## config.mk

```make
export PLATFORM = sky130hd
export DESIGN_NAME = mdio_management_frame
export DESIGN_NICKNAME = d
export VERILOG_FILES = /design/src/mdio_frame_pkg.sv /design/src/mdio_management_frame.sv
export VERILOG_INCLUDE_DIRS = /design/src /design/src/src
export SDC_FILE = /design/constraint.sdc
export NUM_CORES = 1
export LEC_CHECK = 0
export ABC_CLOCK_PERIOD_IN_PS = 3000
export BUFFER_PORTS_ARGS = -buffer_cell sky130_fd_sc_hd__buf_2
export CAP_MARGIN = 15
export CORE_AREA = 2 2 125 127
export CTS_BUF_LIST = sky130_fd_sc_hd__clkbuf_8
export DETAILED_ROUTE_END_ITERATION = 7
export DIE_AREA = 0 0 127 129
export PLACE_DENSITY = 0.45
export SLEW_MARGIN = 0
export SYNTH_ARGS = -nofsm -noshare
export SYNTH_HDL_FRONTEND = slang
export SYNTH_SLANG_ARGS = --single-unit
```

## constraint.sdc

```tcl
create_clock -name mclk -period 3 [get_ports mclk]
set_clock_uncertainty 0.15 [all_clocks]
set_input_delay 0.15 -clock mclk [delete_from_list [all_inputs] [get_ports mclk]]
set_output_delay 0.15 -clock mclk [all_outputs]
set_load 0.01 [all_outputs]
```

## src/mdio_frame_defines.svh

```systemverilog
// Constants for the management serial frame target
`ifndef MDIO_FRAME_DEFINES_SVH
`define MDIO_FRAME_DEFINES_SVH
`define CLK_PERIOD_NS      8
`define LINK_MAX_KHZ       2500
`define PREAMBLE_LEN       6'd32
`define LEAD_BASIC         2'b01
`define LEAD_EXT           2'b00
`define CMD_B_WRITE        2'b01
`define CMD_B_READ         2'b10
`define CMD_X_ADDRESS      2'b00
`define CMD_X_WRITE        2'b01
`define CMD_X_READ         2'b11
`define CMD_X_READ_INC     2'b10
`define LEAD_BITS          6'd2
`define HDR_BITS           6'd14
`define TA_BITS            6'd16
`define DATA_BITS          6'd32
`define CNT_ZERO           6'd0
`define CNT_ONE            6'd1
`define ADDR_STEP          16'h0001
`define ADDR_RESET         16'h0000
`endif

```

## src/mdio_frame_pkg.sv

```systemverilog
// Types for the management serial frame target
package mdio_frame_pkg;
   typedef enum logic [2:0]
   {
      st_idle     = 3'b000,
      st_header   = 3'b001,
      st_handover = 3'b010,
      st_data     = 3'b011,
      st_skip     = 3'b100
   } frame_state_e;
   typedef logic [15:0] word_t;
   typedef logic [4:0]  field_t;
endpackage

```

## src/mdio_management_frame.sv

```systemverilog
// Managed target end of the two-wire management serial bus
// Notes on behaviour
// RL1 - Only the master starts frames and makes the clock; this target only answers.
// RL2 - The target works at any link clock rate up to 2.5 MHz.
// RL3 - A basic frame opens with lead code 01.
// RL4 - After the lead code come command, device number, register index, handover, data.
// RL5 - Basic frames reach 32 registers in each of 32 devices.
// RL6 - A two-bit handover after the address lets the target take the line on reads.
// RL7 - In basic frames the master drives write data and the target drives read data.
// RL8 - An extended frame opens with lead code 00.
// RL9 - Extended access is an address frame followed by a read or write frame.
// RL10 - Extended commands are address, write, read and read with increment.
// RL11 - In extended frames the register index field selects the target unit kind.
// RL12 - Master drives address and write words; target drives read and read-increment words.
// RL13 - An extended target holds a 16-bit register address set by the address frame.
// RL14 - Basic and extended devices share the bus; each acts only on its own lead codes.
// RL15 - Master sends 32 ones of preamble and leaves the line released high while idle.
// RL16 - Data is sampled on rising clock edges and the driver changes it after the edge.
// RL17 - Basic 01 write, 10 read; extended 00 address, 01 write, 11 read, 10 read-increment.
`timescale 1ns/100ps
`include "mdio_frame_defines.svh"
module mdio_management_frame
(
   input  wire logic                    mclk,
   input  wire logic                    rst,
   input  wire logic                    mgmt_clk,
   input  wire logic                    mgmt_data_in,
   output logic                         mgmt_data_out,
   output logic                         mgmt_data_oe,
   input  wire mdio_frame_pkg::field_t  line_device_number,
   input  wire logic                    basic_enable,
   input  wire logic                    ext_enable,
   input  wire mdio_frame_pkg::word_t   read_data,
   output mdio_frame_pkg::field_t       register_index,
   output mdio_frame_pkg::field_t       target_unit_kind,
   output mdio_frame_pkg::word_t        ext_address,
   output logic                         is_extended,
   output mdio_frame_pkg::word_t        write_data,
   output logic                         write_strobe,
   output logic                         read_strobe
);
   import mdio_frame_pkg::*;

   // ==========================================================
   // Link sampling
   // Link clock is oversampled; 125 MHz gives ample margin at 2.5 MHz (see RL2)
   logic [1:0]   clk_sync_ff;
   logic [1:0]   dat_sync_ff;
   logic         clk_last_ff;
   logic         rise;
   logic         fall;

   always_ff @(posedge mclk)
   begin
      if (rst)
      begin
         clk_sync_ff <= 2'b00;
         dat_sync_ff <= 2'b11;
         clk_last_ff <= 1'b0;
      end
      else
      begin
         clk_sync_ff <= {clk_sync_ff[0], mgmt_clk};
         dat_sync_ff <= {dat_sync_ff[0], mgmt_data_in};
         clk_last_ff <= clk_sync_ff[1];
      end
   end

   assign rise = clk_sync_ff[1] & ~clk_last_ff; // see RL16
   assign fall = ~clk_sync_ff[1] & clk_last_ff; // see RL16

   function automatic logic is_read(input logic ext, input logic [1:0] cmd);
      if (ext)
         is_read = (cmd == `CMD_X_READ) || (cmd == `CMD_X_READ_INC); // see RL12
      else
         is_read = (cmd == `CMD_B_READ); // see RL7
   endfunction

   // ==========================================================
   // Frame decoder
   frame_state_e state_ff;
   logic [5:0]   ones_ff;
   logic [5:0]   bit_ff;
   logic [13:0]  hdr_ff;
   logic [15:0]  shift_ff;
   logic         mine;
   logic         hdr_ext;

   // Header bits: lead[13:12] cmd[11:10] dev[9:5] idx[4:0]
   assign hdr_ext = (hdr_ff[13:12] == `LEAD_EXT); // see RL3 RL8
   assign mine    = (hdr_ff[9:5] == line_device_number)
                    && (hdr_ext ? ext_enable : basic_enable); // see RL14

   always_ff @(posedge mclk)
   begin
      if (rst)
      begin
         state_ff <= st_idle;
         ones_ff  <= `CNT_ZERO;
         bit_ff   <= `CNT_ZERO;
         hdr_ff   <= 14'h0000;
         shift_ff <= 16'h0000;
      end
      else if (rise)
      begin
         case (state_ff)
            st_idle:
            begin
               // Exactly 32 ones, then the first zero of either lead code; a 33rd one opens
               // a lead 1x frame, so a longer preamble costs the frame behind it
               if (dat_sync_ff[1] && ones_ff == `PREAMBLE_LEN)
               begin
                  ones_ff  <= `CNT_ZERO;
                  state_ff <= st_skip; // see RL14
                  bit_ff   <= `CNT_ONE;
               end
               else if (dat_sync_ff[1])
                  ones_ff <= ones_ff + `CNT_ONE;
               else
               begin
                  ones_ff <= `CNT_ZERO;
                  if (ones_ff == `PREAMBLE_LEN) // see RL15
                  begin
                     state_ff <= st_header;
                     bit_ff   <= `CNT_ONE;
                     hdr_ff   <= 14'h0000;
                  end
               end
            end
            st_header:
            begin
               hdr_ff <= {hdr_ff[12:0], dat_sync_ff[1]}; // see RL4
               bit_ff <= bit_ff + `CNT_ONE;
               // Lead code 1x never gets here, so every full header goes on to handover
               if (bit_ff == `HDR_BITS - `CNT_ONE)
                  state_ff <= st_handover; // see RL6
            end
            st_handover:
            begin
               bit_ff <= bit_ff + `CNT_ONE;
               if (!mine)
                  state_ff <= st_skip; // see RL14
               else if (bit_ff == `TA_BITS - `CNT_ONE)
               begin
                  state_ff <= st_data;
                  shift_ff <= read_data;
               end
            end
            st_data:
            begin
               bit_ff   <= bit_ff + `CNT_ONE;
               shift_ff <= {shift_ff[14:0], dat_sync_ff[1]};
               if (bit_ff == `DATA_BITS - `CNT_ONE)
                  state_ff <= st_idle;
            end
            st_skip:
            begin
               // Foreign frame: wait out its length so its data never looks like preamble
               bit_ff <= bit_ff + `CNT_ONE;
               if (bit_ff == `DATA_BITS - `CNT_ONE)
                  state_ff <= st_idle;
            end
            default:
               state_ff <= st_idle;
         endcase
      end
   end

   // ==========================================================
   // Register side strobes and held extended address
   logic         last_bit;
   logic [1:0]   cmd;
   logic         rd;

   assign cmd      = hdr_ff[11:10];
   assign rd       = is_read(hdr_ext, cmd);
   assign last_bit = rise && (state_ff == st_data) && (bit_ff == `DATA_BITS - `CNT_ONE);

   always_ff @(posedge mclk)
   begin
      if (rst)
      begin
         register_index   <= 5'h00;
         target_unit_kind <= 5'h00;
         is_extended      <= 1'b0;
         ext_address      <= `ADDR_RESET;
         write_data       <= 16'h0000;
         write_strobe     <= 1'b0;
         read_strobe      <= 1'b0;
      end
      else
      begin
         write_strobe <= 1'b0;
         read_strobe  <= 1'b0;
         if (rise && state_ff == st_handover && bit_ff == `TA_BITS - `CNT_ONE && mine)
         begin
            is_extended <= hdr_ext;
            if (hdr_ext)
               target_unit_kind <= hdr_ff[4:0]; // see RL11
            else
               register_index <= hdr_ff[4:0]; // see RL5
            read_strobe <= rd;
         end
         if (last_bit && !rd)
         begin
            if (hdr_ext && cmd == `CMD_X_ADDRESS)
               ext_address <= {shift_ff[14:0], dat_sync_ff[1]}; // see RL13
            else if (cmd == (hdr_ext ? `CMD_X_WRITE : `CMD_B_WRITE))
            begin
               write_data   <= {shift_ff[14:0], dat_sync_ff[1]};
               write_strobe <= 1'b1; // see RL17
            end
         end
         if (last_bit && hdr_ext && cmd == `CMD_X_READ_INC)
            ext_address <= ext_address + `ADDR_STEP; // see RL10
      end
   end

   // ==========================================================
   // Line driver: second handover bit drives 0, then read word MSB first
   always_ff @(posedge mclk)
   begin
      if (rst)
      begin
         mgmt_data_out <= 1'b1;
         mgmt_data_oe  <= 1'b0;
      end
      else if (fall)
      begin
         if (state_ff == st_handover && bit_ff == `TA_BITS - `CNT_ONE && mine && rd)
         begin
            mgmt_data_oe  <= 1'b1; // see RL6
            mgmt_data_out <= 1'b0;
         end
         else if (state_ff == st_data && rd && bit_ff != `DATA_BITS)
         begin
            mgmt_data_oe  <= 1'b1; // see RL12
            mgmt_data_out <= shift_ff[15];
         end
         else
         begin
            mgmt_data_oe  <= 1'b0; // see RL16
            mgmt_data_out <= 1'b1;
         end
      end
      else if (state_ff == st_idle)
      begin
         mgmt_data_oe  <= 1'b0;
         mgmt_data_out <= 1'b1;
      end
   end
endmodule

```

After elaboration in Yosys (flattened, before gate mapping)
Cells that the tools add are included.

word-level totals
  logic and storage cells = 126
  input port bits = 27
  register bits = 97
  output and inout port bits = 47

cells by class
  add/subtract/negate cells = 3
  multiplexer cells = 35
  reductions and logical operators = 40
  bitwise operators = 8
  equality and inequality tests = 23

operators with widths
  cell                                                 number
  two-way mux 16 bit                                   5
  two-way mux 14 bit                                   3
  case mux 16 bit (2 select lines)                     1
  two-way mux 6 bit                                    5
  case mux 14 bit (2 select lines)                     1
  two-way mux 3 bit                                    7
  adder 16 x 1 -> 16 bit, second input constant        1
  logical AND 1 bit                                    16
  adder 6 x 1 -> 6 bit, second input constant          2
  equality test 6 x 4 -> 1 bit, second input constant  2
  case mux 3 bit (4 select lines)                      1
  case mux 6 bit (2 select lines)                      1
  nonzero test 2 bit                                   6
  two-way mux 1 bit                                    11
  != test 2 bit, second input constant                 5
  AND reduction 2 bit                                  4
  AND reduction 4 bit                                  2
  equality test 3 x 2 -> 1 bit, second input constant  2
  equality test 6 x 5 -> 1 bit, second input constant  1
  equality test 6 bit, second input constant           1
  != test 3 bit, second input constant                 2
  != test 6 bit, second input constant                 1
  NOT 1 bit                                            6
  AND reduction 6 bit                                  1
  17 further kinds                                     22

Longest topological paths before layout
  depth in word-level cells = 8
  depth in mapped cells = 9
  mapped depth without buffers = 7

Least setup slack after synthesis
OpenSTA, ideal clock, no wires.

  path kind = register -> register
  from = register bit_ff[0]
  to = register shift_ff[0]
  path slack = 945 ps
  stages on the path, launching flop included = 9
  clock period less this slack = 2055 ps
  data arrival time = 1771 ps
  library setup time = 134 ps
  data required time = 2716 ps
  path buffers = 2
  cells stage by stage = dfxtp_1 > ha_1 > nand3_1 > or3_1 > o31ai_4 > and2_1 > buf_2 > buf_4 > a211oi_1

between the ends
  word-level cells in the longest chain between the ends = 3

RTL lines
  item                                    line                          source
  start, declared                         mdio_management_frame.sv:83   logic [5:0] bit_ff;
  start signal, assigned                  mdio_management_frame.sv:100  bit_ff <= `CNT_ZERO;
  start signal, assigned                  mdio_management_frame.sv:115  bit_ff <= `CNT_ONE;
  start signal, assigned                  mdio_management_frame.sv:125  bit_ff <= `CNT_ONE;
  equality test 6 x 4 -> 1 bit (no line)  --
  != test 2 x 1 -> 1 bit (no line)        --
  AND reduction 4 bit (no line)           --
  end signal, assigned                    mdio_management_frame.sv:146  shift_ff <= read_data;
  end signal, assigned                    mdio_management_frame.sv:152  shift_ff <= {shift_ff[14:0], dat_sync_ff[1]};
  end, declared                           mdio_management_frame.sv:85   logic [15:0] shift_ff;

No other way between the ends.
A chain may end at the register's enable or synchronous reset.

Worst setup path after layout
  from = register bit_ff[0]
  to = register write_data[13]

between the ends
  word-level cells in the longest chain between the ends = 4

RTL lines
  item                                    line                          source
  equality test 6 x 5 -> 1 bit (no line)  --
  logical AND 1 bit                       mdio_management_frame.sv:177  assign last_bit = rise && (state_ff == st_data) && (bit_ff == `DATA_BITS - `CNT_ONE);
  logical AND 1 bit                       mdio_management_frame.sv:204  if (last_bit && !rd)
  AND reduction 3 bit (no line)           --
  end signal, assigned                    mdio_management_frame.sv:210  write_data <= {shift_ff[14:0], dat_sync_ff[1]};
  end, declared                           mdio_management_frame.sv:38   output mdio_frame_pkg::word_t write_data,

No other way between the ends.

==> load_flow_metrics.sql <==
INSERT INTO impl_metrics (metric_group, metric, value, unit) VALUES
('status', 'outcome', 'finished, final reports clean', ''),
('critical_path', 'launch_point_of_the_worst_reg_to_reg_path', 'bit_ff[0]', ''),
('synth', 'post_synthesis_net_count', '561', ''),
('synth', 'synthFlopType', 'dfxtp_1', ''),
('critical_path', 'timing.critical_path.from', 'bit_ff[0]', ''),
('synth', 'synthCells', '528', ''),
('synth', 'synth.yosys.seq_area_share', '42.3', '%'),
('clocking', 'tritoncts.num_buffers', '9', ''),
('min_path', 'min_from', 'rst', ''),
('final_layout', 'antenna_cells', '0', ''),
('global_routing', 'grt_max_degree', '82', ''),
('global_routing', 'groute.usage.overall', '15.9', '%'),
('placement', 'place.gp.congestion', '0.816', ''),
('global_routing', 'grt_pass1_wl', '20700', 'um'),
('global_routing', 'globalRoute.totalOverflow', '0', ''),
('power', 'cell_internal_power_dissipation', '1.81', 'mW'),
('timing', 'finalWorstPathRequiredPeriod', '2.54', 'ns'),
('clocking', 'clk_transition_reported_paths', '0.10', 'ns'),
('power', 'p_switching', '0.560', 'mW'),
('synth', 'avgSynthCellArea', '8.70', 'um^2'),
('routing', 'drc', '0', ''),
('floorplan', 'initial_core_util', '30.7', '%'),
('final_layout', 'syn2layout_area_growth', '20.1', '%'),
('placement', 'place_hpwl', '8750', 'um'),
('clocking', 'clk_path_buf_depth', '2', ''),
('power', 'power_switching_share', '23.6', '%'),
('timing', 'normalized_max_slew_margin', '30.3', '%'),
('final_layout', 'final-seq-area', '1940', 'um^2'),
('critical_path', 'regToRegSetupSlack', '0.46', 'ns'),
('floorplan', 'std_cell_rows', '45', ''),
('final_layout', 'multi_input_comb_area', '2450', 'um^2'),
('power', 'power_frac_comb', '4.0', '%'),
('routing', 'first_pass_iters', '4', ''),
('final_layout', 'drive_above_1_share', '19.3', '%'),
('critical_path', 'critical_path_class', 'reg -> reg', ''),
('floorplan', 'io-pin-count', '74', ''),
('synth', 'synth_warn', '0', ''),
('routing', 'drt_wl_total', '12700', 'um'),
('floorplan', 'dieArea', '16400', 'um^2'),
('placement', 'port-buffer-count', '73', ''),
('routing', 'route.antenna.remaining_nets', '0', ''),
('timing', 'fmaxAchievable', '393', 'MHz'),
('clocking', 'cts_htree_levels', '3', ''),
('routing', 'dr.first_iter.drc_count', '180', ''),
('floorplan', 'die_h', '129', 'um'),
('critical_path', 'critPathMaxFanout', '16', ''),
('synth', 'ys_ff_latch', '97', ''),
('timing', 'fin_tns_setup', '0', 'ns'),
('floorplan', 'core-area', '15000', 'um^2'),
('min_path', 'kind_of_path_behind_the_tightest_hold_check', 'in -> reg', ''),
('final_layout', 'fin_area', '5520', 'um^2'),
('routing', 'vias', '4068', ''),
('final_layout', 'final_net_count', '638', ''),
('critical_path', 'endpoint_arrival_time_on_the_critical_path', '2.71', 'ns'),
('global_routing', 'global_route.usage.met1', '23.6', '%'),
('clocking', 'ctsHoldBuffers', '18', ''),
('power', 'ir_drop_worst_case_vdd', '254', 'uV'),
('global_routing', 'busiest_layer', 'met1', ''),
('clocking', 'clock_tree_from_tritoncts', 'yes', ''),
('timing', 'max_slew.worst_pin.slew', '1.04', 'ns'),
('clocking', 'clock_insertion_delay_worst_skew', '0.38', 'ns'),
('routing', 'avgViaCountPerCell', '5.10', ''),
('synth', 'synth.distinct_cells', '59', ''),
('timing', 'final-max-slew-violation-count', '0', ''),
('timing', 'finalWorstSetupSlack', '0.456', 'ns'),
('synth', 'async_reset_ff_share', '0', '%'),
('timing', 'report.final.setup_viol', '0', ''),
('critical_path', 'cp_data_required_time', '3.16', 'ns'),
('global_routing', 'grt_util_met3', '2.20', '%'),
('power', 'seq_power_share', '54.6', '%'),
('global_routing', 'first_global_vias', '3854', '');
## per-stage QoR
stage / power (mW) / util [%] / std cells
floorplan: 1.37 / - / 528
detailed placement: 1.40 / 34.2 / 764
global route: 2.47 / 36.9 / 798
CTS: 2.41 / 36.9 / 798
global placement: 1.40 / 34.2 / 764
finish: 2.37 / 36.9 / 798
## state kept, by name, indices dropped and copies added, names as in the netlist
name	flops
shift_ff	16
hdr_ff	14
write_strobe	1
write_data	16
dat_sync_ff	2
ext_address	16
mgmt_data_oe	1
read_strobe	1
register_index	5
ones_ff	6
bit_ff	6
clk_last_ff	1
state_ff	3
target_unit_kind	5
is_extended	1
mgmt_data_out	1
clk_sync_ff	2
## power groups by stage
stage	clock network (mW)	logic [mW]	registers [mW]
finish	0.983	0.0958	1.30
detailed placement	0	0.0789	1.33
floorplan	0	0.0460	1.32
global route	1.07	0.106	1.30
CTS	1.01	0.0973	1.30
global placement	0	0.0790	1.33
## cell usage in the layout (no fill, tap or decap), types with 3 or more instances in the layout
cell            n
dfxtp_1        97
buf_2          73
a21oi_1        59
nand2_1        56
nor2_1         48
mux2i_1        28
a211oi_1       21
a22oi_1        19
dlygate4sd3_1  18
nor3_1         13
inv_1          12
xnor2_1        12
o21ai_0        12
buf_4          10
nand3_1         9
nor2b_1         9
clkbuf_8        9
and3_1          8
nand4_1         7
nor4_1          6
o22ai_1         6
ha_1            6
and2_1          5
nor3b_1         4
nand2b_1        4
or3_1           3
or2_2           3
and4_1          3
nor4b_1         3
inv_6           3
## layout make-up
class                   instances  area share, %
clock inverters                 7           1.81
repair buffers                101           11.2
multi-input cells             384           44.4
inverters                      12          0.816
flip-flops and latches         97           35.2
clock buffers                   9           2.24
well taps                     188           4.26
## final timing paths
kind                     to  depth (start not counted)
max          write_data[13]                          6
min           mgmt_data_out                          3
max reg2reg  write_data[13]                          6
min reg2reg  dat_sync_ff[1]                          1
## worst max-delay path, cell delays in order (launching register included)
cell     delay [ns]
dfxtp_1        0.39
ha_1           0.22
and3_1         0.31
nand4_1        0.23
nor2b_1        0.87
nand2_1        0.13
a21oi_1        0.18
## synthesized netlist by cell type (8+ instances only)
| cell type | n | area [um^2] |
|---|---|---|
| nor2b_1 | 9 | 56.3 |
| nor3_1 | 13 | 65.1 |
| nor2_1 | 48 | 180 |
| xnor2_1 | 12 | 105 |
| a211oi_1 | 21 | 158 |
| nand2_1 | 56 | 210 |
| mux2i_1 | 28 | 280 |
| buf_2 | 10 | 50.1 |
| dfxtp_1 | 97 | 1940 |
| o21ai_0 | 12 | 60.1 |
| a22oi_1 | 19 | 143 |
| a21oi_1 | 59 | 295 |
| nand3_1 | 9 | 45.0 |
| inv_1 | 12 | 45.0 |
| and3_1 | 8 | 50.1 |
| clkbuf_1 | 22 | 82.6 |
## cells by family (layout without fill, tap and decap cells)
| family | after synthesis | in the layout | synth area share (%) |
|---|---|---|---|
| AO/OA/AOI/OAI | 135 | 135 | 19.2 |
| XOR/XNOR | 14 | 14 | 2.67 |
| adder cells (fa/ha/maj) | 6 | 6 | 1.63 |
| buffers and inverters | 47 | 129 | 4.36 |
| flip-flops | 97 | 97 | 42.3 |
| multiplexers | 30 | 30 | 6.59 |
| AND/OR/NAND/NOR | 199 | 199 | 23.3 |
## metal layers
layer	vias up	routed length, um
met1	1919	6690
met5	-	0
met4	0	236
met3	13	404
met2	83	5360
li1	2053	-
Note: power is estimated with default switching activity, not from simulation.
